==> src/rtl/stm_pkg.sv <==
package stm_pkg;
   // register word addresses on the wishbone bus (byte addresses, one word each)
   localparam logic [4:0] STM_ADDR_CTRL0 = 5'h00;
   localparam logic [4:0] STM_ADDR_CTRL1 = 5'h04;
   localparam logic [4:0] STM_ADDR_CNTL = 5'h08;
   localparam logic [4:0] STM_ADDR_CNTH = 5'h0C;
   localparam logic [4:0] STM_ADDR_CMPAL = 5'h10;
   localparam logic [4:0] STM_ADDR_CMPAH = 5'h14;
   localparam logic [4:0] STM_ADDR_CMPP = 5'h18;
   localparam logic [4:0] STM_ADDR_FLAGS = 5'h1C;
   // control 0 field positions
   localparam int STM_C0_PAUSE = 7;
   localparam int STM_C0_CKS_HI = 6;
   localparam int STM_C0_CKS_LO = 4;
   localparam int STM_C0_RUN = 3;
   localparam logic [7:0] STM_C0_MASK = 8'hF8;
   // control 1 field positions
   localparam int STM_C1_MODE_HI = 7;
   localparam int STM_C1_MODE_LO = 6;
   localparam int STM_C1_IO_HI = 5;
   localparam int STM_C1_IO_LO = 4;
   localparam int STM_C1_INIT = 3;
   localparam int STM_C1_POL = 2;
   localparam int STM_C1_DPX = 1;
   localparam int STM_C1_CCLR = 0;
   // flag register bits
   localparam int STM_FLAG_A = 0;
   localparam int STM_FLAG_P = 1;
   localparam logic [7:0] STM_RESET_BYTE = 8'h00;
   // clock divider ratios (system clock based)
   localparam logic [5:0] STM_DIV_SYS4 = 6'h03;
   localparam logic [5:0] STM_DIV_H16 = 6'h0F;
   localparam logic [5:0] STM_DIV_H64 = 6'h3F;
   // sub clock divider, arbitrary stand-in ratio
   localparam int STM_SUB_DIV = 762;
   localparam logic [15:0] STM_CNT_MAX = 16'hFFFF;

   typedef enum logic [2:0] {
      STM_CK_SYS4 = 3'h0,
      STM_CK_SYS = 3'h1,
      STM_CK_H16 = 3'h2,
      STM_CK_H64 = 3'h3,
      STM_CK_SUB0 = 3'h4,
      STM_CK_SUB1 = 3'h5,
      STM_CK_EXTR = 3'h6,
      STM_CK_EXTF = 3'h7
   } stm_clk_e;

   typedef enum logic [1:0] {
      STM_MODE_CMP = 2'h0,
      STM_MODE_UNDEF = 2'h1,
      STM_MODE_PWM = 2'h2,
      STM_MODE_TMR = 2'h3
   } stm_mode_e;

   // single pulse sequencer, gray coded along idle, pulse, done
   typedef enum logic [1:0] {
      STM_SP_IDLE = 2'b00,
      STM_SP_PULSE = 2'b01,
      STM_SP_DONE = 2'b11
   } stm_sp_e;
endpackage : stm_pkg

==> src/rtl/stm_timer.sv <==
// The implementer's own choices: register access over Wishbone and the register addresses.
`timescale 1ns/1ps
// Notes on behaviour
// RL1: sixteen-bit up counter on selected clock
// RL2: compare P checks counter top byte only
// RL3: compare A checks all sixteen bits
// RL4: counter cleared by run rising edge, match or overflow
// RL5: overflow or match clears counter, raises flag
// RL6: pause holds count, resumes from it
// RL7: three-bit field picks counter clock source
// RL8: run low stops counter, value kept
// RL9: run rising edge loads initial pin level
// RL10: two-bit field selects operating mode
// RL11: software stops timer before mode change
// RL12: timer mode leaves pin function unused
// RL13: compare mode A match: none/low/high/toggle
// RL14: pwm mode: inactive/active/pwm/single pulse
// RL15: same-level request gives no pin change
// RL16: software changes pwm function only stopped
// RL17: control zero low three bits read zero
// RL18: initial bit sets start or active level
// RL19: polarity bit inverts pin, not timer mode
// RL20: swap bit exchanges period and duty roles
// RL21: count per tick when running, not paused
// RL22: sticky flag per comparator, software clears
module stm_timer
   import stm_pkg::*;
(
   input wire logic clk_i, // system clock
   input wire logic rst_i, // sync reset, high
   input wire logic [4:0] adr_i, // wishbone byte address
   input wire logic [31:0] dat_i, // write data
   output logic [31:0] dat_o, // read data
   input wire logic we_i, // write enable
   input wire logic [3:0] sel_i, // byte lanes
   input wire logic cyc_i, // bus cycle
   input wire logic stb_i, // strobe
   output logic ack_o, // acknowledge
   input wire logic ext_clk_i, // external_clock_pin
   output logic pin_o, // timer_output_pin level
   output logic pin_oe_o // high while mode drives the pin
);
   logic [7:0] ctrl0;
   logic [7:0] ctrl1;
   logic [15:0] count;
   logic [15:0] cmp_a;
   logic [7:0] cmp_p;
   logic [1:0] flags;
   logic out_lvl;
   logic run_q;
   logic ack;
   logic [31:0] rdata;
   stm_sp_e sp_st;
   logic [7:0] next_ctrl0;
   logic [7:0] next_ctrl1;
   logic [15:0] next_count;
   logic [15:0] next_cmp_a;
   logic [7:0] next_cmp_p;
   logic [1:0] next_flags;
   logic next_out_lvl;
   logic next_ack;
   logic [31:0] next_rdata;
   stm_sp_e next_sp_st;
   logic tick;
   logic run;
   logic run_rise;
   logic pause;
   stm_mode_e mode;
   logic [1:0] iofn;
   logic init_lvl;
   logic cclr;
   logic dpx;
   logic match_a;
   logic match_p;
   logic ovf;
   logic clr;
   logic set_a;
   logic set_p;
   logic wr;
   logic rd;
   logic wr0;
   logic [15:0] period_end;
   logic pwm_active;
   logic raw_pin;

   assign run = ctrl0[STM_C0_RUN];
   assign pause = ctrl0[STM_C0_PAUSE];
   assign mode = stm_mode_e'(ctrl1[STM_C1_MODE_HI:STM_C1_MODE_LO]);
   assign iofn = ctrl1[STM_C1_IO_HI:STM_C1_IO_LO];
   assign init_lvl = ctrl1[STM_C1_INIT];
   assign cclr = ctrl1[STM_C1_CCLR];
   assign dpx = ctrl1[STM_C1_DPX];
   assign run_rise = run & ~run_q;
   assign wr = cyc_i & stb_i & we_i & ~ack;
   assign rd = cyc_i & stb_i & ~we_i & ~ack;
   assign wr0 = wr & sel_i[0];

   // counter clock selection
   stm_tick_gen u_tick (
      .clk_i(clk_i),
      .rst_i(rst_i),
      .sel_i(ctrl0[STM_C0_CKS_HI:STM_C0_CKS_LO]),
      .ext_i(ext_clk_i),
      .tick_o(tick)
   );

   // comparators: match seen on the tick that leaves the matching value
   always_comb begin
      match_a = tick && run && !pause && (count == cmp_a); // RL3 RL21
      // a zero compare P spans the full range, so it may only match at overflow
      match_p = tick && run && !pause && ((cmp_p == STM_RESET_BYTE) ? (count == STM_CNT_MAX)
                : ((count[15:8] == cmp_p) && (count[7:0] == STM_CNT_MAX[7:0]))); // RL2
      ovf = tick && run && !pause && (count == STM_CNT_MAX);
   end

   // clear source: pwm uses the period register, else the clear-select bit
   always_comb begin
      if (mode == STM_MODE_PWM) begin
         clr = dpx ? match_a : match_p; // RL20
      end else begin
         clr = cclr ? match_a : match_p; // RL5
      end
      clr = clr | ovf; // RL5
      // a zero compare A never flags; with clear on A (cclr) outside pwm, P flag suppressed
      set_a = match_a && (cmp_a != 16'h0000);
      set_p = match_p && !(cclr && (mode != STM_MODE_PWM));
      if (cmp_p == STM_RESET_BYTE) begin
         set_p = set_p & ovf;
      end
   end

   // counter next value; no software write path to it
   always_comb begin
      next_count = count;
      if (run_rise) begin
         next_count = 16'h0000; // RL4
      end else if (run && !pause && tick) begin // RL6 RL8 RL21
         if (clr) begin
            next_count = 16'h0000; // RL5
         end else begin
            next_count = count + 16'h0001; // RL1
         end
      end
   end

   // pwm duty compare, full duty when duty exceeds the period
   always_comb begin
      period_end = dpx ? cmp_a : {cmp_p, STM_CNT_MAX[7:0]};
      if (dpx) begin
         pwm_active = ({cmp_p, 8'h00} > count) || ({cmp_p, 8'h00} > period_end); // RL20
      end else begin
         pwm_active = (cmp_a > count) || (cmp_a > period_end); // RL20
      end
   end

   // pin level and single pulse sequencer
   always_comb begin
      next_out_lvl = out_lvl;
      next_sp_st = sp_st;
      if (run_rise) begin
         next_out_lvl = init_lvl; // RL9 RL18
         next_sp_st = (iofn == 2'h3) ? STM_SP_PULSE : STM_SP_IDLE;
      end else begin
         case (mode) // RL10
            STM_MODE_CMP: begin
               if (set_a) begin
                  case (iofn) // RL13 RL15
                     2'h1: next_out_lvl = 1'b0;
                     2'h2: next_out_lvl = 1'b1;
                     2'h3: next_out_lvl = ~out_lvl;
                     default: next_out_lvl = out_lvl;
                  endcase
               end
            end
            STM_MODE_PWM: begin
               case (iofn) // RL14
                  2'h0: next_out_lvl = ~init_lvl;
                  2'h1: next_out_lvl = init_lvl;
                  2'h2: next_out_lvl = pwm_active ? init_lvl : ~init_lvl; // RL18
                  default: begin
                     // one active pulse ending at the compare A match
                     case (sp_st)
                        STM_SP_PULSE: begin
                           next_out_lvl = init_lvl;
                           if (match_a) begin
                              next_sp_st = STM_SP_DONE;
                           end
                        end
                        STM_SP_DONE: next_out_lvl = ~init_lvl;
                        default: next_out_lvl = ~init_lvl;
                     endcase
                  end
               endcase
            end
            default: next_out_lvl = out_lvl; // RL12
         endcase
      end
   end

   // pin drive: polarity only where the pin is in use
   always_comb begin
      raw_pin = out_lvl ^ ctrl1[STM_C1_POL]; // RL19
      pin_oe_o = (mode == STM_MODE_CMP) || (mode == STM_MODE_PWM); // RL12
      pin_o = pin_oe_o ? raw_pin : 1'b0;
   end

   // register writes, flag set wins over a write-one clear
   always_comb begin
      next_ctrl0 = ctrl0;
      next_ctrl1 = ctrl1;
      next_cmp_a = cmp_a;
      next_cmp_p = cmp_p;
      next_flags = flags;
      if (wr0) begin
         case (adr_i)
            STM_ADDR_CTRL0: next_ctrl0 = dat_i[7:0] & STM_C0_MASK; // RL17
            STM_ADDR_CTRL1: next_ctrl1 = dat_i[7:0]; // taken as is, even while running
            STM_ADDR_CMPAL: next_cmp_a[7:0] = dat_i[7:0];
            STM_ADDR_CMPAH: next_cmp_a[15:8] = dat_i[7:0];
            STM_ADDR_CMPP: next_cmp_p = dat_i[7:0];
            STM_ADDR_FLAGS: next_flags = flags & ~dat_i[1:0];
            default: next_flags = flags;
         endcase
      end
      if (set_a) begin
         next_flags[STM_FLAG_A] = 1'b1; // RL22
      end
      if (set_p) begin
         next_flags[STM_FLAG_P] = 1'b1; // RL22
      end
   end

   // read mux; unmapped addresses read zero and still ack
   always_comb begin
      next_ack = cyc_i & stb_i & ~ack;
      next_rdata = 32'h0000_0000;
      if (rd) begin
         case (adr_i)
            STM_ADDR_CTRL0: next_rdata = {24'h000000, ctrl0 & STM_C0_MASK}; // RL17
            STM_ADDR_CTRL1: next_rdata = {24'h000000, ctrl1};
            STM_ADDR_CNTL: next_rdata = {24'h000000, count[7:0]};
            STM_ADDR_CNTH: next_rdata = {24'h000000, count[15:8]};
            STM_ADDR_CMPAL: next_rdata = {24'h000000, cmp_a[7:0]};
            STM_ADDR_CMPAH: next_rdata = {24'h000000, cmp_a[15:8]};
            STM_ADDR_CMPP: next_rdata = {24'h000000, cmp_p};
            STM_ADDR_FLAGS: next_rdata = {30'h00000000, flags};
            default: next_rdata = 32'h0000_0000;
         endcase
      end
   end

   assign ack_o = ack;
   assign dat_o = rdata;

   // state registers
   always_ff @(posedge clk_i) begin
      if (rst_i) begin
         ctrl0 <= STM_RESET_BYTE;
         ctrl1 <= STM_RESET_BYTE;
         count <= 16'h0000;
         cmp_a <= 16'h0000;
         cmp_p <= STM_RESET_BYTE;
         flags <= 2'b00;
         out_lvl <= 1'b0;
         run_q <= 1'b0;
         ack <= 1'b0;
         rdata <= 32'h0000_0000;
         sp_st <= STM_SP_IDLE;
      end else begin
         ctrl0 <= next_ctrl0;
         ctrl1 <= next_ctrl1;
         count <= next_count;
         cmp_a <= next_cmp_a;
         cmp_p <= next_cmp_p;
         flags <= next_flags;
         out_lvl <= next_out_lvl;
         run_q <= run;
         ack <= next_ack;
         rdata <= next_rdata;
         sp_st <= next_sp_st;
      end
   end

   // checks
   run_clear_a: assert property (@(posedge clk_i) disable iff (rst_i) // RL4
      run_rise |=> (count == 16'h0000)) else $error("count not cleared on run");
   stop_hold_a: assert property (@(posedge clk_i) disable iff (rst_i) // RL8
      (!run && run_q == run) |=> $stable(count)) else $error("count moved while off");
   pause_hold_a: assert property (@(posedge clk_i) disable iff (rst_i) // RL6
      (pause && !run_rise) |=> $stable(count)) else $error("count moved while paused");
   count_step_a: assert property (@(posedge clk_i) disable iff (rst_i) // RL1
      (run && !pause && tick && !clr && !run_rise) |=> (count == $past(count) + 16'h0001))
      else $error("count did not step");
   flag_a_set_a: assert property (@(posedge clk_i) disable iff (rst_i) // RL22
      set_a |=> flags[STM_FLAG_A]) else $error("flag a lost");
   flag_p_set_a: assert property (@(posedge clk_i) disable iff (rst_i) // RL22
      set_p |=> flags[STM_FLAG_P]) else $error("flag p lost");
   init_level_a: assert property (@(posedge clk_i) disable iff (rst_i) // RL9
      run_rise |=> (out_lvl == $past(init_lvl))) else $error("pin init wrong");
   low_bits_a: assert property (@(posedge clk_i) disable iff (rst_i) // RL17
      ctrl0[2:0] == 3'h0) else $error("low control bits set");
   bus_ack_a: assert property (@(posedge clk_i) disable iff (rst_i) // bus access, implementer's choice
      (cyc_i && stb_i && !ack) |=> ack) else $error("no ack");
   clr_zero_a: assert property (@(posedge clk_i) disable iff (rst_i) // RL5
      (clr && run && !pause && !run_rise) |=> (count == 16'h0000))
      else $error("clear missed");
   cov_match_a: cover property (@(posedge clk_i) disable iff (rst_i) set_a);
   cov_match_p: cover property (@(posedge clk_i) disable iff (rst_i) set_p);
   cov_ovf: cover property (@(posedge clk_i) disable iff (rst_i) ovf);
   cov_pwm: cover property (@(posedge clk_i) disable iff (rst_i)
      (mode == STM_MODE_PWM) && $rose(out_lvl));
endmodule : stm_timer

==> src/rtl/stm_tick_gen.sv <==
`timescale 1ns/1ps
// counter clock selection: produces one-cycle enable pulses
module stm_tick_gen
   import stm_pkg::*;
(
   input wire logic clk_i, // system clock
   input wire logic rst_i, // sync reset, high
   input wire logic [2:0] sel_i, // clock source select
   input wire logic ext_i, // external clock pin
   output logic tick_o // one-cycle count enable
);
   logic [5:0] div;
   logic [9:0] sub_cnt;
   logic sub_tick;
   logic ext_q;
   logic [5:0] next_div;
   logic [9:0] next_sub_cnt;

   // free-running prescalers
   always_comb begin
      next_div = div + 6'h01;
      next_sub_cnt = (sub_cnt == 10'(STM_SUB_DIV - 1)) ? 10'h000 : sub_cnt + 10'h001;
   end

   assign sub_tick = (sub_cnt == 10'(STM_SUB_DIV - 1));

   always_ff @(posedge clk_i) begin
      if (rst_i) begin
         div <= 6'h00;
         sub_cnt <= 10'h000;
         ext_q <= 1'b0;
      end else begin
         div <= next_div;
         sub_cnt <= next_sub_cnt;
         ext_q <= ext_i;
      end
   end

   // source mux; pin taken as synchronous, edge found against last sample
   always_comb begin
      case (stm_clk_e'(sel_i)) // RL7
         STM_CK_SYS4: tick_o = ((div & STM_DIV_SYS4) == STM_DIV_SYS4);
         STM_CK_SYS: tick_o = 1'b1;
         STM_CK_H16: tick_o = ((div & STM_DIV_H16) == STM_DIV_H16);
         STM_CK_H64: tick_o = (div == STM_DIV_H64);
         STM_CK_SUB0, STM_CK_SUB1: tick_o = sub_tick;
         STM_CK_EXTR: tick_o = ext_i & ~ext_q;
         STM_CK_EXTF: tick_o = ~ext_i & ext_q;
         default: tick_o = 1'b0;
      endcase
   end
endmodule : stm_tick_gen

==> config.mk <==
export PLATFORM = sky130hd
export DESIGN_NAME = stm_timer
export DESIGN_NICKNAME = d
export VERILOG_FILES = /design/src/rtl/stm_pkg.sv /design/src/rtl/stm_timer.sv /design/src/rtl/stm_tick_gen.sv
export SDC_FILE = /design/constraint.sdc
export NUM_CORES = 1
export LEC_CHECK = 0
export BUFFER_PORTS_ARGS = -buffer_cell sky130_fd_sc_hd__buf_4
export CORE_ASPECT_RATIO = 0.6
export CORE_UTILIZATION = 62
export DETAILED_ROUTE_END_ITERATION = 12
export GPL_ROUTABILITY_DRIVEN = 0
export PLACE_DENSITY_LB_ADDON = 0.12
export SLEW_MARGIN = 20
export SYNTH_ARGS = -nofsm -noshare
export SYNTH_HDL_FRONTEND = slang
export SYNTH_SLANG_ARGS = --single-unit
==> constraint.sdc <==
create_clock -name clk_i -period 4.6 [get_ports clk_i]
set_input_delay 0.23 -clock clk_i [delete_from_list [all_inputs] [get_ports clk_i]]
set_output_delay 0.23 -clock clk_i [all_outputs]
set_load 0.01 [all_outputs]
# Yosys cells after proc, flatten, opt, wreduce, memory -nomap -nowiden
# Cells that the tools add are included.
# word_totals
register_bits,109
inputBits,47
# op_classes
reduce_logical,44
magnitude_cmp,4
bitwise,23
muxes,28
n_eq_ne,31
addsub,3
# op_table
cell,n
> comparator 16 bit,4
case mux 8 bit (8 select lines),1
two-way mux 16 bit,2
"equality test 5 bit, second input constant",4
"adder 16 x 1 -> 16 bit, second input constant",1
equality test 16 bit,1
"equality test 16 bit, second input constant",1
nonzero test 16 bit,1
two-way mux 1 bit,14
two-way mux 2 bit,7
AND reduction 2 bit,7
nonzero test 2 bit,7
"equality test 3 bit, second input constant",4
AND 1 bit,11
logical AND 1 bit,11
"adder 10 x 1 -> 10 bit, second input constant",1
"equality test 10 bit, second input constant",1
"equality test 5 x 4 -> 1 bit, second input constant",2
"equality test 2 bit, second input constant",4
equality test 8 bit,1
"equality test 8 bit, second input constant",1
zero test 8 bit,1
NOT 1 bit,8
OR reduction 2 bit,4
27 further kinds,34

# Logic depth before layout (Yosys ltp)
# Gate-level depths: netlist of the first run.
# depth
ltp_word,11
mapped_depth,10
ltp_nobuf,9

# By module
# A second synthesis of the first run with hierarchy kept.
# unflattened
cells_unflattened,608
hier_area_um2,5325.1
# modules_own_cells
module,area_per_inst_um2,n_inst,cells_each
stm_timer,4538.1,1,519
stm_tick_gen,787.0,1,89

# Worst setup path after synthesis of the first run
# Ideal clock, no wire load.
# synth_path
path_type,reg2reg
from,register ctrl1[1]
to,register out_lvl
setup_slack_ps,2070
setup_time_ps,134
stages_incl_launch_ff,10
period_less_slack_ps,2530
t_arrival_ps,2396
n_path_buf,1
path_cell_list,dfxtp_1 > buf_1 > mux2i_1 > ha_1 > nand4_1 > or4_1 > o31a_1 > o211ai_1 > mux2i_1 > a211oi_1
# synth_between
elab_chain_cells,8
word_cells_on_any_way,10
# synth_rtl
element,line,source
from (decl),stm_timer.sv:44,logic [7:0] ctrl1;
from (signal assigned),stm_timer.sv:271,ctrl1 <= next_ctrl1;
two-way mux 16 bit,stm_timer.sv:148,"period_end = dpx ? cmp_a : {cmp_p, STM_CNT_MAX[7:0]};"
"> comparator 16 bit, on equally long branches","stm_timer.sv:152, stm_timer.sv:150",
"logical OR 1 bit, on equally long branches","stm_timer.sv:152, stm_timer.sv:150",
two-way mux 1 bit *,stm_timer.sv:149,if (dpx) begin
two-way mux 1 bit *,stm_timer.sv:179,2'h2: next_out_lvl = pwm_active ? init_lvl : ~init_lvl;
case mux 1 bit (3 select lines) *,stm_timer.sv:176,case (iofn)
case mux 1 bit (2 select lines) *,stm_timer.sv:164,case (mode)
two-way mux 1 bit *,stm_timer.sv:160,if (run_rise) begin
to (signal assigned),stm_timer.sv:276,out_lvl <= next_out_lvl;
to (decl),stm_timer.sv:49,logic out_lvl;
# Every way passes the cells marked *; elsewhere a longest branch is shown, timed or not.
# A chain may end at the register's enable or synchronous reset.

# Final worst setup path of the first run
# Same ends and word-level chain as after synthesis.

==> results of run 1 <==
==> power by group through the flow <==
stage / sequential, mW / combinational, mW / clock, mW
detailed placement: 0.764 / 0.0770 / 0
floorplan: 0.761 / 0.0675 / 0
CTS: 0.747 / 0.0773 / 0.805
finish: 0.747 / 0.0790 / 0.802
global placement: 0.763 / 0.0748 / 0
global route: 0.747 / 0.0856 / 0.840
==> worst min path at each step <==
stage,start,endpoint,slack [ns],cells after the start
2_1_floorplan,ext_clk_i,u_tick.ext_q,0.36,1
3_3_place_gp,u_tick.div[0],u_tick.div[0],0.43,1
3_5_place_dp,u_tick.div[0],u_tick.div[0],0.44,1
4_1_cts,ext_clk_i,u_tick.ext_q,0.13,2
5_1_grt,ext_clk_i,u_tick.ext_q,0.16,2
6_report,ext_clk_i,u_tick.ext_q,0.14,2
==> state kept, by name, summed over array words and instances, names as in the netlist <==
register,cells
ack_o,1
cmp_a,16
cmp_p,8
count,16
ctrl0,5
ctrl1,8
dat_o,8
flags,2
out_lvl,1
run_q,1
sp_st,2
u_tick.div,6
u_tick.ext_q,1
u_tick.sub_cnt,10
==> cell usage after synthesis (all sizes together) (2+ instances only) <==
| cell | n | share of area [%] |
|---|---|---|
| nand2 | 81 | 5.9 |
| a211oi | 8 | 1.2 |
| or3 | 6 | 0.73 |
| ha | 45 | 11 |
| nor3 | 7 | 0.68 |
| buf | 31 | 4.1 |
| xor2 | 7 | 1.2 |
| a22oi | 5 | 0.73 |
| dfxtp | 85 | 33 |
| a21boi | 2 | 0.29 |
| a21o | 3 | 0.44 |
| nor2b | 11 | 1.3 |
| nor2 | 67 | 4.9 |
| o211ai | 5 | 0.83 |
| a41oi | 4 | 0.68 |
| inv | 22 | 1.6 |
| mux2i | 30 | 5.8 |
| a21oi | 46 | 4.5 |
| mux4 | 3 | 1.3 |
| and4 | 5 | 0.85 |
| mux2 | 2 | 0.44 |
| nand3 | 15 | 1.5 |
| o21ai | 21 | 2.0 |
| xnor2 | 18 | 3.1 |
| nand4 | 21 | 2.8 |
| nand2b | 3 | 0.37 |
| nor4 | 7 | 0.97 |
| a221oi | 2 | 0.46 |
| o22ai | 3 | 0.37 |
| a41o | 2 | 0.39 |
| clkbuf | 18 | 1.3 |
| o2111ai | 2 | 0.34 |
| nand3b | 2 | 0.29 |
| and2 | 5 | 0.61 |
| and3 | 11 | 1.4 |
==> metrics by stage <==
stage	area [um^2]	instances	util [%]	total power, mW
2_1_floorplan	5220	642	-	0.829
5_1_grt	5640	748	71.0	1.67
3_3_place_gp	5310	732	66.9	0.838
6_report	5640	748	71.0	1.63
4_1_cts	5640	748	71.0	1.63
3_5_place_dp	5310	732	66.9	0.841
==> final cells by class <==
cell class	count	area, um^2
Tap cell	108	135
Clock inverter	7	106
Inverter	22	82.6
Timing Repair Buffer	31	233
Multi-Input combinational cell	486	3160
Clock buffer	9	225
Sequential cell	85	1700
Fill cell	633	2300
==> per-layer routing <==
layer,vias to the layer above,routed length [um]
met3,41,1620
met2,265,6110
met5,-,0
met4,0,354
li1,2189,-
met1,2188,6120
==> kinds of logic after synthesis <==
family	share of synthesized area (%)
AOI/OAI and AO/OA	13.5
xor gates and xnor gates	4.26
adders and majority gates	11.0
buffers and inverters	7.04
DFF	33.1
muxes	7.60
other	0.0730
and+or+nand+nor	23.4
==> run metrics, run 1 <==
synthesized instance count=619; vias in the first global route=about 4,500; minimum clock period=approximately 3.0 ns; hold_buf cts=0; Layout area overhead=9.86%; GRT Max-Usage Layer=met2; R2R setup slack=~1.6 ns; Initial DRT Pass Iterations=5; Fin. Hold Viols=0; Clk pwr share=slightly below 50%; post-DR wirelength/cell=around 19 um; gr usage total=approximately 35%; share of cells above drive strength 1=under 10%; Die Area=about 0.0087 mm^2; Vias/cell=about 6.3; first-pass GRT wire length=22,700 um; Routed WL=between 10,000 and 15,000 um; Worst IR Drop VDD=between 200 and 300 uV; crit path launch type=flop; Die W=approximately 120 um; static leakage=around 2.2 nW; synth unique cells=56; worst-margin pin slew=about 0.76 ns; critical path arrival=3.22 ns; dpl hpwl=between 10,000 and 15,000 um; Crit Path Class=flop to flop; yosys warns=0; Initial Utilization=~65%; CP max stage cell=dfxtp_1; crit path buf inv count=0; IO buf count=30; DRC viols=0; critical path's largest stage delay=slightly below 0.8 ns; final worst slack=approximately 1.6 ns; Switch Pwr=around 370 uW; post_cts resized=0; worst-path maximum fanout=13; via count=about 4,700; most frequent cells in the layout=dfxtp_1 (85), nand2_1 (81), nor2_1 (67); Power Dens Cells=around 290 mW/mm^2; die height=approximately 73 um; crit path from=ctrl1[1]; Iteration-0 DRC Markers=566; Final setup viols=0; worst path cell trace=mux2i_1, ha_1, nand4_1, or4_1, o31a_1, o211ai_1, mux2i_1, a211oi_1; status=finished clean; R2R Path Start=ctrl1[1]; CTS Buffer Depth=2; clk slew on worst S/H paths=~0.060 ns; fraction of registers with async set/reset=0%; met2 Use GR=a little over half; worst reg2reg endpoint=out_lvl; sequential fraction of design power=a little under half; Place WS=1.69 ns; Final Net Count=727; TritonCTS buffer count=9; clock sinks=85; Worst Skew=0.00710 ns; Rel. slew slack=around half; Top delay family on crit path=flip-flops; clock insertion delay at the later pin of the skew report=0.35 ns; ys flop type=dfxtp_1; combinational fraction of design power=under 10%; commonest non-fill, non-tap cell in the layout=dfxtp_1; RSZ-0062 raised after global routing=no; met1 Use GR=46.3%; Mapped Area=roughly 0.0051 mm^2; H-Tree Level Count=3; Top cell by count, worst path=mux2i_1; Seq/Total Area, Yosys=approximately 33%; met3 Use GR=~8.7%; Tcrit/Tclk final=65.5%; Max Cap Violations=0; critical path depth=8; reg2reg path depth=8; CTS tree=yes; syn avg cell area=between 8 and 9 um^2; critical path capture point type=flop; remaining global-route overflow=0; Req. time, crit path=4.81 ns; initial antenna violation count=0; number of cell rows=25; largest net degree at the start of global routing=56; end point of the critical path=out_lvl; internal power=approximately 1.3 mW; Hold Slack=~0.14 ns; Switching Fraction=a little under a quarter; synthesis-stage register bit count=85; IO Pins=82; Hold Crit Class=input port to flop; Root Driver=clkbuf_16; EDFF count, synth=0; number of diodes=0; setup TNS=0 ns; top achievable clock speed=around 0.33 GHz; Final ANT Viol Nets=0; Post-CTS Setup Bufs=0; area of the core=around 0.008 mm^2; max-slew violations=0
(Power assumes the default switching activity.)
==> inputs of run 2 (changes only) <==
ABC_AREA = 1   (was default)
CORE_UTILIZATION = 57   (was 62)
clock period = 3.05 ns   (was 4.6 ns; I/O delays follow)
==> run 2 against run 1 <==
- the flow now finishes with violations (DRC)
- combinational power grew 49%
- largest cell class unchanged
- clock skew is 0.0033 ns higher
- power grew 57%
- sequential share of layout area fell by 0.77 points
- critical path depth rose by 7
- wire length up 5.0%
- via count up 10%
==> run metrics, run 2 <==
status=finished with violations; Die Area=~0.0095 mm^2; clk slew on worst S/H paths=about 0.070 ns; minimum clock period=about 2.7 ns; synthesis-stage register bit count=85; most frequent cells in the layout=nand2_1 (132), inv_1 (98), nor2_1 (93); max-slew violations=0; H-Tree Level Count=3; Post-CTS Setup Bufs=0; Fin. Hold Viols=0; failing checks=DRC; remaining global-route overflow=0; worst-path maximum fanout=20; ys flop type=dfxtp_1; Initial Utilization=approximately 60%; vias in the first global route=~4,700; Crit Path Class=flop to flop; Power Dens Cells=440 mW/mm^2; static leakage=between 2 and 3 nW; Finished Layout Cells=between 800 and 900; Area contributors post-synth=dfxtp_1 (33%), ha_1 (11%), nand2_1 (9.5%), inv_1 (7.1%), nor2_1 (6.7%); Root Driver=clkbuf_16; critical path arrival=between 2 and 3 ns; share of cells above drive strength 1=8.46%; CTS tree=yes; clock sinks=85; commonest non-fill, non-tap cell in the layout=nand2_1; setup TNS=0 ns; Final Net Count=between 800 and 900; yosys warns=0; Vias/cell=5.79; Hold Crit Class=input port to flop; cell area after placement=approximately 0.0054 mm^2; most numerous cell in the Yosys netlist=nand2_1; DP Cell Count=876; Layout area overhead=11.3%; Max Cap Violations=0; crit path launch type=flop; IO Pins=between 80 and 90; post-DR wirelength/cell=between 15 and 20 um; top achievable clock speed=about 0.37 GHz; post_cts resized=0; area of the core=between 0.008 and 0.009 mm^2; Initial DRT Pass Iterations=9; worst-margin pin slew=between 0.6 and 0.7 ns; top cells by count, synth=nand2_1 (132), inv_1 (98), nor2_1 (93); area leader, netlist=dfxtp_1; Die W=125 um; dpl hpwl=around 12,000 um; number of cell rows=26; RSZ-0062 raised after global routing=no; Final ANT Viol Nets=0; EDFF count, synth=0; Iteration-0 DRC Markers=578; Worst IR Drop VDD=around 340 uV; hold_buf cts=0; Routed WL=around 15,000 um; gr usage total=32.6%; clock insertion delay at the later pin of the skew report=roughly 0.35 ns; synth unique cells=40; number of diodes=0; TritonCTS buffer count=9; biggest regs=cmp_a x16, count x16, u_tick.sub_cnt x10; die height=~76 um; IO buf count=30; first-pass GRT wire length=roughly 24,000 um; top-area cell type share of the netlist area=32.7%; Hold Slack=just under 0.06 ns; initial antenna violation count=0; CTS Buffer Depth=2; Tcrit/Tclk final=about 88%; Mapped Area=roughly 0.0052 mm^2; final instance area=~0.0058 mm^2; Rel. slew slack=54.5%; Req. time, crit path=between 3 and 4 ns; Seq/Total Area, Yosys=between 30% and 40%; largest net degree at the start of global routing=24; fraction of registers with async set/reset=0%; synthesized instance count=between 700 and 800; syn avg cell area=around 7 um^2; DRC viols=8; Worst Skew=~0.010 ns; overall power=around 2.5 mW; Final setup viols=0; via count=around 5,200; critical path capture point type=flop
## run 2: layout make-up
cell class	instances	area, um^2
Tap cell	112	140
Timing Repair Buffer	33	248
Clock inverter	7	128
Clock buffer	9	225
Inverter	102	383
Multi-Input combinational cell	544	2970
Sequential cell	85	1700
Fill cell	730	2890
## run 2: stage by stage
stage	setup WS, ns	utilization (%)
2_1_floorplan	0.810	-
3_3_place_gp	0.546	62.6
3_5_place_dp	0.467	62.6
4_1_cts	0.434	66.7
5_1_grt	0.0884	66.7
6_report	0.373	66.7
## run 2: cell families after synthesis
group                      share of synthesized area, %
adders and majority gates                          10.8
AOI/OAI and AO/OA                                  16.4
xor gates and xnor gates                           2.19
buffers and inverters                              11.9
DFF                                                32.7
other                                            0.0721
and+or+nand+nor                                    25.9
## run 2: routing by layer
layer	vias to the layer above	global-route usage (%)	routed length (um)
met4	0	7.80	215
met1	2345	46.3	6640
met2	308	47.3	5980
li1	2479	-	-
met3	30	11.0	2080
met5	-	0	0
## run 2: final timing paths
check             depth (start not counted)  slack, ns     startpoint             to
setup / recovery                         15       0.37       ctrl1[1]        out_lvl
hold / removal                            3       0.06      ext_clk_i   u_tick.ext_q
setup reg to reg                         15       0.37       ctrl1[1]        out_lvl
hold reg to reg                           1       0.46  u_tick.div[0]  u_tick.div[0]
## run 2: worst max-delay path, stage by stage (launching register included)
cell and delay (ns):
dfxtp_1 0.76, o21ai_0 0.27, ha_1 0.35, a21oi_1 0.20
nor2_1 0.06, nor2_1 0.09, nand3_1 0.08, a21oi_1 0.20
nand2_1 0.08, nand2_1 0.07, nand2_1 0.06, nand3_1 0.07
nand3_1 0.07, nand2_1 0.07, nand2_1 0.05, a21oi_1 0.11
## run 2: power by group
part	internal (mW)	total [mW]	switching, mW
combinational	0.0380	0.118	0.0798
sequential	1.12	1.13	0.00797
clock	0.815	1.30	0.489
total	1.97	2.55	0.577
==> inputs of run 3 (changes only) <==
ABC_CLOCK_PERIOD_IN_PS = 3050   (was default)
BUFFER_PORTS_ARGS = default   (was -buffer_cell sky130_fd_sc_hd__buf_4)
CELL_PAD_IN_SITES_DETAIL_PLACEMENT = 2   (was default)
CELL_PAD_IN_SITES_GLOBAL_PLACEMENT = 2   (was default)
CORE_UTILIZATION = 36   (was 57)
DONT_BUFFER_PORTS = 1   (was default)
==> run 3 against run 2 <==
- the flow now finishes without violations
- fmax is 0.22% lower
- wire length increased by 38%
- sequential share of layout area rose by 0.30 points
- final area shrank 0.93%
- global-route usage down 4.1 points
- via count decreased by 0.48%
- die area rose by 57%
- largest cell class unchanged
==> run metrics, run 3 (synthesis results as in run 2) <==
IO Pins=82; number of cell rows=33; setup TNS=0 ns; Tcrit/Tclk final=88.0%; Root Driver=clkbuf_16; largest net degree at the start of global routing=23; area of the core=0.0139 mm^2; CP max stage cell=dfxtp_1; fill cell count=around 1,700; Vias/cell=about 5.4; DRC viols=0; clk slew on worst S/H paths=0.07 ns; biggest regs=cmp_a x16, count x16, u_tick.sub_cnt x10; TritonCTS buffer count=9; share of cells above drive strength 1=5.49%; Final setup viols=0; critical path arrival=2.94 ns; Worst IR Drop VDD=about 250 uV; Final ANT Viol Nets=0; Top cell by count, worst path=nand2_1; most frequent cells in the layout=nand2_1 (132), inv_1 (98), nor2_1 (93); Rel. slew slack=approximately 58%; initial antenna violation count=0; clock insertion delay at the later pin of the skew report=around 0.34 ns; fin util=41.4%; max-slew violations=0; clock sinks=85; Crit Path Class=flop to flop; worst-path maximum fanout=14; worst path cell trace=inv_1, ha_1, nor3b_1, nand4_1, nand2_1, o21ai_1, nand2_1, nand2_1, buf_4, nor2_1, nand2_1, nand3_2, nor3b_1; commonest non-fill, non-tap cell in the layout=nand2_1; Worst Skew=around 0.0092 ns; status=finished clean; CTS Buffer Depth=2; first-pass GRT wire length=between 30,000 and 40,000 um; Req. time, crit path=3.30 ns; Die W=roughly 160 um; minimum clock period=2.68 ns; vias in the first global route=5,240; RSZ-0062 raised after global routing=no; number of diodes=0; Max Cap Violations=0; IO buf count=0; Post-CTS Setup Bufs=0; post-DR wirelength/cell=between 20 and 25 um; Hold Slack=between 0.015 and 0.02 ns; critical path's largest stage delay=about 0.38 ns; dpl hpwl=~16,000 um; worst-margin pin slew=around 0.63 ns; Initial Utilization=between 30% and 40%; Die Area=between 0.01 and 0.015 mm^2; gr usage total=between 20% and 30%; critical path capture point type=flop; top achievable clock speed=0.373 GHz; H-Tree Level Count=3; Iteration-0 DRC Markers=320; Initial DRT Pass Iterations=4; Hold Crit Class=input port to flop; remaining global-route overflow=0; Layout area overhead=10.3%; CTS tree=yes; via count=about 5,100; Fin. Hold Viols=0; static leakage=around 2.4 nW; Power Dens Cells=404 mW/mm^2; Final Net Count=roughly 850; die height=between 90 and 100 um; Routed WL=slightly above 20,000 um; crit path launch type=flop
run 3: cell count changes in the layout (fill, tap and decap cells not counted), moves of 2 or more:
cell / before / now
clkinv_4: 0 / 2
dlygate4sd3_1: 0 / 10
buf_4: 33 / 8
bufinv_16: 3 / 0
clkinvlp_4: 0 / 2
inv_6: 3 / 1
run 3: final timing paths:
path | from | to | slack (ns) | cells after the start
worst max-delay path | u_tick.sub_cnt[1] | count[10] | 0.37 | 13
worst min-delay path | dat_i[3] | ctrl0[3] | 0.02 | 2
worst max register to register | u_tick.sub_cnt[1] | count[10] | 0.37 | 13
worst min register to register | u_tick.div[0] | u_tick.div[0] | 0.48 | 1
run 3: per-layer routing:
metal / routed length (um) / track usage (%)
met1: 10200 / 40.8
met2: 8730 / 43.1
met3: 1390 / 7.32
met4: 215 / 5.34
met5: 0 / 0
run 3: power breakdown:
part	internal, mW	switching, mW	leakage (nW)	total, mW
clock	0.580	0.504	0.135	1.08
combinational	0.0310	0.0755	1.59	0.106
sequential	1.12	0.00943	0.687	1.13
run 3: repair_timing:
action	in CTS	in global routing
gates resized for setup	0	1
hold endpoints to repair	18	0
endpoints found under the setup margin	0	1
hold buffers	10	0
run 3: final cells by class:
class	instances	area (um^2)	area share (%)
clock buffer	10	239	4.16
clock inverter	6	46.3	0.807
inverter	102	383	6.67
multi-input combinational	544	2970	51.7
sequential	85	1700	29.7
tap	192	240	4.19
timing repair buffer	18	160	2.79
run 3: through the flow:
| step | std cells | setup WS (ns) | power, mW | cell area [um^2] |
|---|---|---|---|---|
| after floorplan | 766 | 0.810 | 1.24 | 5290 |
| after global placement | 931 | 0.320 | 1.23 | 5350 |
| after detailed placement | 931 | 0.219 | 1.24 | 5350 |
| after CTS | 957 | 0.203 | 2.33 | 5740 |
| after global routing | 957 | 0.123 | 2.39 | 5740 |
| final | 957 | 0.367 | 2.32 | 5740 |
run 3: worst max-delay path, delay by kind of cell (launching register included):
kind / cells / cell delay (ns)
fa+ha+maj: 1 / 0.18
buf+inv: 2 / 0.33
flops: 1 / 0.38
simple gates: 9 / 1.60
compound gates: 1 / 0.09
